==> config.mk <==
export PLATFORM = sky130hd
export DESIGN_NAME = cssq_sequencer
export DESIGN_NICKNAME = d
export VERILOG_FILES = /design/src/cssq_pkg.sv /design/src/cssq_sequencer.sv /design/src/cssq_sync.sv /design/src/cssq_deglitch.sv
export SDC_FILE = /design/constraint.sdc
export NUM_CORES = 1
export LEC_CHECK = 0
export BUFFER_PORTS_ARGS = -buffer_cell sky130_fd_sc_hd__buf_2
export CORE_MARGIN = 5
export CORE_UTILIZATION = 60
export DETAILED_ROUTE_END_ITERATION = 10
export PLACE_DENSITY = 0.79
export SLEW_MARGIN = 0
export SYNTH_ARGS = -nofsm -noshare
export SYNTH_HDL_FRONTEND = slang
export SYNTH_HIERARCHICAL = 1
export SYNTH_SLANG_ARGS = --single-unit
==> constraint.sdc <==
create_clock -name core_clk -period 3.3 [get_ports core_clk]
set_input_delay 0.165 -clock core_clk [delete_from_list [all_inputs] [get_ports core_clk]]
set_output_delay 0.165 -clock core_clk [all_outputs]
set_load 0.05 [all_outputs]
==> src/cssq_pkg.sv <==
package cssq_pkg;

    // Oscillator clock rate in hertz.
    localparam int unsigned CLK_HZ = 20_000_000;

    // Hiccup on-time and off-time in microseconds.
    localparam int unsigned HICCUP_ON_US  = 500;
    localparam int unsigned HICCUP_OFF_US = 20000;
    // Longest fault reaction delay in microseconds.
    localparam int unsigned FAULT_DELAY_US = 10;

    // Longest times round down to whole cycles.
    localparam int unsigned HICCUP_ON_CYC  = (CLK_HZ / 1_000_000) * HICCUP_ON_US;
    localparam int unsigned HICCUP_OFF_CYC = (CLK_HZ / 1_000_000) * HICCUP_OFF_US;
    localparam int unsigned FAULT_DELAY_CYC = (CLK_HZ / 1_000_000) * FAULT_DELAY_US;
    // The de-glitch filter uses half the reaction budget, leaving room for sync stages.
    localparam int unsigned DEGLITCH_CYC = FAULT_DELAY_CYC / 2;

    // Number of fault flags feeding the fault output.
    localparam int unsigned NUM_FAULTS = 4;
    localparam int unsigned FLT_OUTPUT_GOOD = 0;
    localparam int unsigned FLT_OVERCURRENT = 1;
    localparam int unsigned FLT_OVER_TEMP   = 2;
    localparam int unsigned FLT_SUPPLY_UV   = 3;

    // Ramp accumulator width and reset value.
    localparam int unsigned RAMP_W = 12;
    localparam logic [11:0] RAMP_ZERO = 12'h000;
    localparam logic [11:0] RAMP_STEP = 12'h001;

    // Peak current permit width and its full-scale value.
    localparam int unsigned PERMIT_W = 8;
    localparam logic [7:0] PERMIT_FULL = 8'hFF;
    localparam logic [7:0] PERMIT_MIN  = 8'h00;
    localparam logic [7:0] PERMIT_STEP = 8'h01;

    typedef enum logic [2:0] {
        CSSQ_OFF,
        CSSQ_INIT,
        CSSQ_SOFTSTART,
        CSSQ_RUN,
        CSSQ_HICCUP_OFF,
        CSSQ_THERMAL
    } cssq_state_t;

endpackage

==> src/cssq_sequencer.sv <==
// Overview of operation
// - Ramp starts at zero; done once above reference, then fixed reference used.
// - Ramp discharged on enable low, supply undervoltage, hiccup or thermal shutdown.
// - Aux sense amplifier off when monitor tied to supply; latched at start-up.
// - Aux sense mode, monitor or limiter, comes from configuration selection.
// - Limiter mode lowers peak current permit until sensed drop meets reference.
// - Direction latched; afterwards sync is only a synchronization input.
// - Overcurrent raised whenever peak sense voltage exceeds its limit.
// - With hiccup enabled, stop once peak limiting outlasts the hiccup on-time.
// - Entering hiccup discharges ramp; output off until off-time fully elapsed.
// - After off-time, leave hiccup and restart through normal soft-start.
// - On persisting overload, hiccup timer restarts only after soft-start finishes.
// - With hiccup disabled, keep cycle-by-cycle limiting while overload lasts.
// - Fault output pulled low while any monitored fault flag is active.
// - Fault output released when fault disappears or after power cycle.
// - Every fault flag is de-glitched, bounding the fault reaction delay.
// - Stop on over-temperature; resume via the state machine once it clears.
// - Configuration read once at power-up, held until enable low or supply UV.
`timescale 1ns/1ns
`default_nettype none
module cssq_sequencer #(
    parameter int unsigned HICCUP_ON_CYCLES  = cssq_pkg::HICCUP_ON_CYC,
    parameter int unsigned HICCUP_OFF_CYCLES = cssq_pkg::HICCUP_OFF_CYC,
    parameter int unsigned DEGLITCH_CYCLES   = cssq_pkg::DEGLITCH_CYC
) (
    input  wire logic                             core_clk,
    input  wire logic                             srst,
    input  wire logic                             enable_undervoltage_input,
    input  wire logic                             supply_uv_flag,
    input  wire logic                             sync_pin,
    input  wire logic                             cfg_hiccup_enable,
    input  wire logic                             cfg_current_limit_enable,
    input  wire logic                             current_monitor_tied_supply,
    input  wire logic                             ramp_above_reference,
    input  wire logic                             peak_sense_over_limit,
    input  wire logic                             aux_sense_over_reference,
    input  wire logic                             output_good_flag,
    input  wire logic                             over_temperature_flag,
    output logic                                  ramp_discharge,
    output logic                                  ramp_charge,
    output logic                                  soft_start_done,
    output logic                                  converter_run,
    output logic                                  overcurrent_flag,
    output logic                                  hiccup_active,
    output logic                                  aux_amp_disable,
    output logic                                  aux_limiter_mode,
    output logic                                  limit_negative,
    output logic                                  sync_clock_in,
    output logic [cssq_pkg::PERMIT_W-1:0]         peak_permit,
    output logic                                  fault_output_n_out,
    output logic                                  fault_output_n_oe
);

    localparam int unsigned ON_W  = $clog2(HICCUP_ON_CYCLES + 1);
    localparam int unsigned OFF_W = $clog2(HICCUP_OFF_CYCLES + 1);

    // Pin and comparator inputs all arrive from outside the clock domain.
    localparam int unsigned NSYNC = 11;
    logic [NSYNC-1:0] raw_in;
    logic [NSYNC-1:0] syn;

    assign raw_in = {enable_undervoltage_input, supply_uv_flag, sync_pin,
                     cfg_hiccup_enable, cfg_current_limit_enable,
                     current_monitor_tied_supply, ramp_above_reference,
                     peak_sense_over_limit, aux_sense_over_reference,
                     output_good_flag, over_temperature_flag};

    cssq_sync #(
        .WIDTH    (NSYNC)
    ) u_sync (
        .core_clk (core_clk),
        .srst     (srst),
        .async_in (raw_in),
        .sync_out (syn)
    );

    logic en_s;
    logic vuv_s;
    logic sync_s;
    logic hic_en_s;
    logic lim_en_s;
    logic tie_s;
    logic ramp_hi_s;
    logic peak_s;
    logic aux_s;
    logic good_s;
    logic temp_s;

    assign en_s      = syn[10];
    assign vuv_s     = syn[9];
    assign sync_s    = syn[8];
    assign hic_en_s  = syn[7];
    assign lim_en_s  = syn[6];
    assign tie_s     = syn[5];
    assign ramp_hi_s = syn[4];
    assign peak_s    = syn[3];
    assign aux_s     = syn[2];
    assign good_s    = syn[1];
    assign temp_s    = syn[0];

    cssq_pkg::cssq_state_t state_q;
    cssq_pkg::cssq_state_t state_d;

    logic             shutdown;
    logic             cfg_hiccup_q;
    logic             cfg_limiter_q;
    logic             cfg_amp_off_q;
    logic             cfg_neg_q;
    logic [ON_W-1:0]  on_cnt_q;
    logic [OFF_W-1:0] off_cnt_q;
    logic             on_expired;
    logic             off_expired;

    // Enable low or supply undervoltage abort everything.
    assign shutdown    = !en_s || vuv_s;
    assign on_expired  = (on_cnt_q >= ON_W'(HICCUP_ON_CYCLES));
    assign off_expired = (off_cnt_q >= OFF_W'(HICCUP_OFF_CYCLES - 1));

    always_comb
    begin
        state_d = state_q;
        case (state_q)
            cssq_pkg::CSSQ_OFF:
            begin
                if (!shutdown)
                begin
                    state_d = cssq_pkg::CSSQ_INIT;
                end
            end
            cssq_pkg::CSSQ_INIT:
            begin
                // One cycle of init gives the configuration latches their window.
                state_d = cssq_pkg::CSSQ_SOFTSTART;
            end
            cssq_pkg::CSSQ_SOFTSTART:
            begin
                if (ramp_hi_s)
                begin
                    state_d = cssq_pkg::CSSQ_RUN;
                end
            end
            cssq_pkg::CSSQ_RUN:
            begin
                if (cfg_hiccup_q && on_expired)
                begin
                    state_d = cssq_pkg::CSSQ_HICCUP_OFF;
                end
            end
            cssq_pkg::CSSQ_HICCUP_OFF:
            begin
                if (off_expired)
                begin
                    state_d = cssq_pkg::CSSQ_SOFTSTART;
                end
            end
            cssq_pkg::CSSQ_THERMAL:
            begin
                if (!temp_s)
                begin
                    state_d = cssq_pkg::CSSQ_SOFTSTART;
                end
            end
            default:
            begin
                state_d = cssq_pkg::CSSQ_OFF;
            end
        endcase
        // Shutdown overrides every state; over-temperature overrides every state except OFF.
        if (temp_s && state_q != cssq_pkg::CSSQ_OFF)
        begin
            state_d = cssq_pkg::CSSQ_THERMAL;
        end
        if (shutdown)
        begin
            state_d = cssq_pkg::CSSQ_OFF;
        end
    end

    always_ff @(posedge core_clk)
    begin
        if (srst)
        begin
            state_q <= cssq_pkg::CSSQ_OFF;
        end
        else
        begin
            state_q <= state_d;
        end
    end

    // A sync clock may sit low in the init cycle, so the cycle before it is sampled too.
    // A clock slower than half the oscillator rate can still read as a negative strap.
    logic sync_prev_q;

    always_ff @(posedge core_clk)
    begin
        if (srst)
        begin
            sync_prev_q <= 1'b0;
        end
        else
        begin
            sync_prev_q <= sync_s;
        end
    end

    // Configuration follows its pins in init only and is frozen from soft-start on.
    always_ff @(posedge core_clk)
    begin
        if (srst)
        begin
            cfg_hiccup_q  <= 1'b0;
            cfg_limiter_q <= 1'b0;
            cfg_amp_off_q <= 1'b0;
            cfg_neg_q     <= 1'b0;
        end
        else if (state_q == cssq_pkg::CSSQ_INIT)
        begin
            cfg_hiccup_q  <= hic_en_s;
            cfg_limiter_q <= lim_en_s;
            cfg_amp_off_q <= tie_s;
            cfg_neg_q     <= !(sync_s || sync_prev_q);
        end
    end

    // Overload time is only counted once regulation has started.
    always_ff @(posedge core_clk)
    begin
        if (srst)
        begin
            on_cnt_q <= '0;
        end
        else if (state_q != cssq_pkg::CSSQ_RUN || !peak_s)
        begin
            on_cnt_q <= '0;
        end
        else if (!on_expired)
        begin
            on_cnt_q <= on_cnt_q + ON_W'(1);
        end
    end

    always_ff @(posedge core_clk)
    begin
        if (srst)
        begin
            off_cnt_q <= '0;
        end
        else if (state_q != cssq_pkg::CSSQ_HICCUP_OFF)
        begin
            off_cnt_q <= '0;
        end
        else if (!off_expired)
        begin
            off_cnt_q <= off_cnt_q + OFF_W'(1);
        end
    end

    // The permit steps down while the aux drop is above reference, and back up otherwise.
    always_ff @(posedge core_clk)
    begin
        if (srst)
        begin
            peak_permit <= cssq_pkg::PERMIT_FULL;
        end
        else if (!cfg_limiter_q || cfg_amp_off_q || state_q != cssq_pkg::CSSQ_RUN)
        begin
            peak_permit <= cssq_pkg::PERMIT_FULL;
        end
        else if (aux_s && peak_permit != cssq_pkg::PERMIT_MIN)
        begin
            peak_permit <= peak_permit - cssq_pkg::PERMIT_STEP;
        end
        else if (!aux_s && peak_permit != cssq_pkg::PERMIT_FULL)
        begin
            peak_permit <= peak_permit + cssq_pkg::PERMIT_STEP;
        end
    end

    // State outputs registered from the next state so they line up with it; overcurrent_flag is registered from peak_s.
    always_ff @(posedge core_clk)
    begin
        if (srst)
        begin
            ramp_discharge   <= 1'b1;
            ramp_charge      <= 1'b0;
            soft_start_done  <= 1'b0;
            converter_run    <= 1'b0;
            hiccup_active    <= 1'b0;
            overcurrent_flag <= 1'b0;
        end
        else
        begin
            ramp_discharge   <= state_d == cssq_pkg::CSSQ_OFF
                             || state_d == cssq_pkg::CSSQ_INIT
                             || state_d == cssq_pkg::CSSQ_HICCUP_OFF
                             || state_d == cssq_pkg::CSSQ_THERMAL;
            ramp_charge      <= state_d == cssq_pkg::CSSQ_SOFTSTART;
            soft_start_done  <= state_d == cssq_pkg::CSSQ_RUN;
            // Without hiccup the overload only limits cycles; conversion carries on.
            converter_run    <= state_d == cssq_pkg::CSSQ_SOFTSTART
                             || state_d == cssq_pkg::CSSQ_RUN;
            hiccup_active    <= state_d == cssq_pkg::CSSQ_HICCUP_OFF;
            overcurrent_flag <= peak_s;
        end
    end

    assign aux_amp_disable  = cfg_amp_off_q;
    assign aux_limiter_mode = cfg_limiter_q && !cfg_amp_off_q;
    assign limit_negative   = cfg_neg_q;

    // Sync is passed on as a clock only outside init, where it is a strap.
    always_ff @(posedge core_clk)
    begin
        if (srst)
        begin
            sync_clock_in <= 1'b0;
        end
        else
        begin
            sync_clock_in <= (state_q != cssq_pkg::CSSQ_INIT) && sync_s;
        end
    end

    // Output-good is only a fault once soft-start has finished.
    logic [cssq_pkg::NUM_FAULTS-1:0] flt_raw;
    logic [cssq_pkg::NUM_FAULTS-1:0] flt_clean;

    always_comb
    begin
        flt_raw = '0;
        flt_raw[cssq_pkg::FLT_OUTPUT_GOOD] = (state_q == cssq_pkg::CSSQ_RUN) && !good_s;
        flt_raw[cssq_pkg::FLT_OVERCURRENT] = hiccup_active;
        flt_raw[cssq_pkg::FLT_OVER_TEMP]   = temp_s;
        flt_raw[cssq_pkg::FLT_SUPPLY_UV]   = vuv_s;
    end

    cssq_deglitch #(
        .WIDTH     (cssq_pkg::NUM_FAULTS),
        .COUNT     (DEGLITCH_CYCLES)
    ) u_deglitch (
        .core_clk  (core_clk),
        .srst      (srst),
        .raw_in    (flt_raw),
        .clean_out (flt_clean)
    );

    // Open drain: the pin is driven only low, and only while a fault stands.
    always_ff @(posedge core_clk)
    begin
        if (srst)
        begin
            fault_output_n_oe <= 1'b0;
        end
        else
        begin
            fault_output_n_oe <= |flt_clean;
        end
    end

    assign fault_output_n_out = 1'b0;

endmodule
`default_nettype wire

==> src/cssq_sync.sv <==
`timescale 1ns/1ns
`default_nettype none
module cssq_sync #(
    parameter int unsigned WIDTH = 1
) (
    input  wire logic             core_clk,
    input  wire logic             srst,
    input  wire logic [WIDTH-1:0] async_in,
    output logic      [WIDTH-1:0] sync_out
);

    logic [WIDTH-1:0] meta_q;

    // Only the second stage is visible to any logic.
    always_ff @(posedge core_clk)
    begin
        if (srst)
        begin
            meta_q   <= '0;
            sync_out <= '0;
        end
        else
        begin
            meta_q   <= async_in;
            sync_out <= meta_q;
        end
    end

endmodule
`default_nettype wire

==> src/cssq_deglitch.sv <==
`timescale 1ns/1ns
`default_nettype none
module cssq_deglitch #(
    parameter int unsigned WIDTH = 4,
    parameter int unsigned COUNT = 100
) (
    input  wire logic             core_clk,
    input  wire logic             srst,
    input  wire logic [WIDTH-1:0] raw_in,
    output logic      [WIDTH-1:0] clean_out
);

    localparam int unsigned CW = $clog2(COUNT + 1);

    genvar g;
    generate
        for (g = 0; g < WIDTH; g++)
        begin : g_flag
            logic [CW-1:0] cnt_q;

            // A flag must differ from the output for COUNT cycles to move it.
            always_ff @(posedge core_clk)
            begin
                if (srst)
                begin
                    cnt_q        <= '0;
                    clean_out[g] <= 1'b0;
                end
                else if (raw_in[g] == clean_out[g])
                begin
                    cnt_q <= '0;
                end
                else if (cnt_q >= CW'(COUNT - 1))
                begin
                    cnt_q        <= '0;
                    clean_out[g] <= raw_in[g];
                end
                else
                begin
                    cnt_q <= cnt_q + CW'(1);
                end
            end
        end
    endgenerate

endmodule
`default_nettype wire

==> impl_metrics.ini <==
[status]
status = complete, no violations

[final_layout]
final_nets = 611
multi_input_area_sq_mm = 0.00275
final_common_cell = dfxtp_1
antenna_cells = 0
mostFrequentLayoutCells = dfxtp_1 (111), nand2_1 (52), nor2_1 (42), buf_2 (31), nand3_1 (30)
area_growth_pct = 9.20
drive_gt1_frac = 0.163
postLayoutCellArea_sq_mm = 0.00558
num-fill-cells = 662
regArea_sq_mm = 0.00222

[worst_setup_path]
worstSetupPathType = flop to flop
slowest_stage = or4_1
end_kind = flop
crit_path_start_kind = flop
worst_ep_arrival_time_ns = 3.29
slowest_delay_ns = 0.57
worstPathCellList = or4_1, o21ai_1, inv_2, ha_1, nand3_1, o2111a_1, or4_1, and3_1, o21ai_1
crit_fanout = 7
worstPathRequired_ns = 3.61

[grt]
antenna_found_initial = 0
grt_max_degree = 41
track_usage = 0.195
grt_pass1_wl_mm = 16.7
grt_pass1_vias = 3807
overflow = 0

[run]
cap_violations = 0

[routing]
drtPass1Iterations = 5
wl_met3_um = 371
ant_nets = 0
wl_met1_mm = 4.50
routed_wl_mm = 9.65
top_layer = met4
vias = 4027
drc_errors = 0
avgViaCountPerCell = 5.80
wl_met2_mm = 4.60
dr.first_iter.drc_count = 182
wire_per_inst_um = 13.9

[yosys]
yosys_register_bits = 111
async_reset_ff_frac = 0
synth_warnings = 6
yosysTopAreaCell = dfxtp_1
syn_inst = 549
netlist_area_sq_mm = 0.00511
avgSynthCellArea_sq_um = 9.31
synthDistinctLibCells = 63
syn_nets = 576
yosysTopAreaCellShare = 0.435
synth_top_flop_cell = dfxtp_1
synth.top_cells.by_area = dfxtp_1 (43%), nand2_1 (3.8%), ha_1 (3.2%)
ys_seq_area_frac = 0.435
synth_edf_count = 0

[clocking]
worstSkewPairLatency_ns = 0.37
clock_sinks = 111
cts_max_path_buffers = 2
htree_levels = 3
clock_tree.root_cell = clkbuf_8
clk_pin_slew_worst_paths_ns = 0.10
numCtsBuffers = 9
tritoncts = done
ctsResizeCount = 0

[placed_design]
place.gp.congestion = 0.902
io_buffer_count = 31
placed_area_sq_mm = 0.00534
dpl.hpwl_mm = 6.72

[power_and_ir_drop]
p_leak_nw = 2.02
p_per_area_mw_per_mm2 = 405
ir_drop_uv = 253

[min_path]
min_path_type = input pin to flop

[timing]
rsz0062_at_grt = no
fin_skew_ns = 0.00758
relSlewSlack = 0.339
slew_violations = 0
fmax_mhz = 336
min_period_ns = 2.98
tns_ns = 0
setup_viol = 0
report.final.hold_viol_count = 0
finalCritPeriodShare = 0.903
max_slew.worst_pin.slew_ns = 0.982

[die]
dieArea_sq_mm = 0.0105
ioPinCount = 33
die_h_um = 102
core_sq_mm = 0.00826
start_util = 0.619
die_w_um = 102
row_count = 33
-- what timing repair did --
action,CTS,global route
hold endpoints to repair,5,0
hold buffers,5,0
setup buffers,0,0
-- logic make-up (layout without fill, tap and decap cells) --
| kind of cell | count (synthesis) | count (layout) | share of synthesized area |
|---|---|---|---|
| adder cells (fa/ha/maj) | 14 | 14 | 0.0357 |
| AND/OR/NAND/NOR | 253 | 253 | 0.288 |
| other | 1 | 1 | 0.000734 |
| XOR/XNOR | 31 | 31 | 0.0531 |
| buffers and inverters | 31 | 71 | 0.0277 |
| AO/OA/AOI/OAI | 95 | 95 | 0.135 |
| multiplexers | 13 | 13 | 0.0255 |
| flip-flops | 111 | 111 | 0.435 |
-- registers in the layout, indices dropped and copies added, names as in the netlist --
register,cells
cfg_hiccup_q,1
fault_output_n_oe,1
limit_negative,1
ramp_discharge,1
u_sync/meta_q,11
u_deglitch/clean_out,4
ramp_charge,1
aux_amp_disable,1
on_cnt_q,14
hiccup_active,1
sync_prev_q,1
overcurrent_flag,1
u_deglitch/g_flag.cnt_q,28
converter_run,1
u_sync/sync_out,11
peak_permit,8
state_q,3
cfg_limiter_q,1
off_cnt_q,19
soft_start_done,1
sync_clock_in,1
-- synthesized netlist by cell type (all sizes together) (3+ instances only) --
master,number
and2,4
o2111ai,4
a31oi,9
nand2b,14
a41o,3
nor2b,26
buf,9
nor3,24
ha,13
nor3b,5
a2111oi,3
a21oi,26
nand2,52
xor2,14
nand4b,9
xnor2,17
nand3,30
nand4,10
o211ai,4
o31ai,5
nor2,42
a211oi,6
mux2i,13
dfxtp,111
or4,7
a21boi,4
nor4,8
o21ai,18
clkbuf,5
and3,9
inv,17
-- area by class of cell --
cell class                 instances  area share
sequential                       111       0.398
tap                              105      0.0235
inverter                          17      0.0114
clock buffer                      10      0.0229
clock inverter                     6      0.0123
timing repair buffer              38      0.0395
multi-input combinational        407       0.492
-- stage by stage --
step           instances  hold slack [ns]  power, W  setup slack [ns]   util
2_1_floorplan        549            0.290   0.00145             0.365      -
3_3_place_gp         673            0.373   0.00147             0.481  0.646
3_5_place_dp         673            0.377   0.00147             0.359  0.646
4_1_cts              694         0.000404   0.00227             0.337  0.676
5_1_grt              694          0.00427   0.00234             0.157  0.676
6_report             694          0.00550   0.00226             0.320  0.676
-- metal layers --
metal,up-vias,GRT usage
met5,-,0
met1,1905,0.250
met3,17,0.0321
met4,0,0.0858
met2,70,0.324
li1,2035,-
-- critical path, delay by kind of cell, from the launching register on --
kind            cells  cell delay [ns]
buf+inv             1             0.13
simple gates        4             1.42
compound gates      3             0.60
fa+ha+maj           1             0.38
flops               1             0.36
-- final timing paths --
check,start,end,slack [ns],cells after the start
max reg2reg,peak_permit[0],peak_permit[7],0.32,9
min reg2reg,u_sync/meta_q[6],u_sync/sync_out[6],0.45,1
max,peak_permit[0],peak_permit[7],0.32,9
min,enable_undervoltage_input,u_sync/meta_q[10],0.006,2
-- report_power, final --
group	switching, W	internal (W)
sequential	0.00000699	0.00135
clock	0.000457	0.000357
combinational	0.0000475	0.0000361
total	0.000511	0.00175
(Power assumes the default switching activity.)
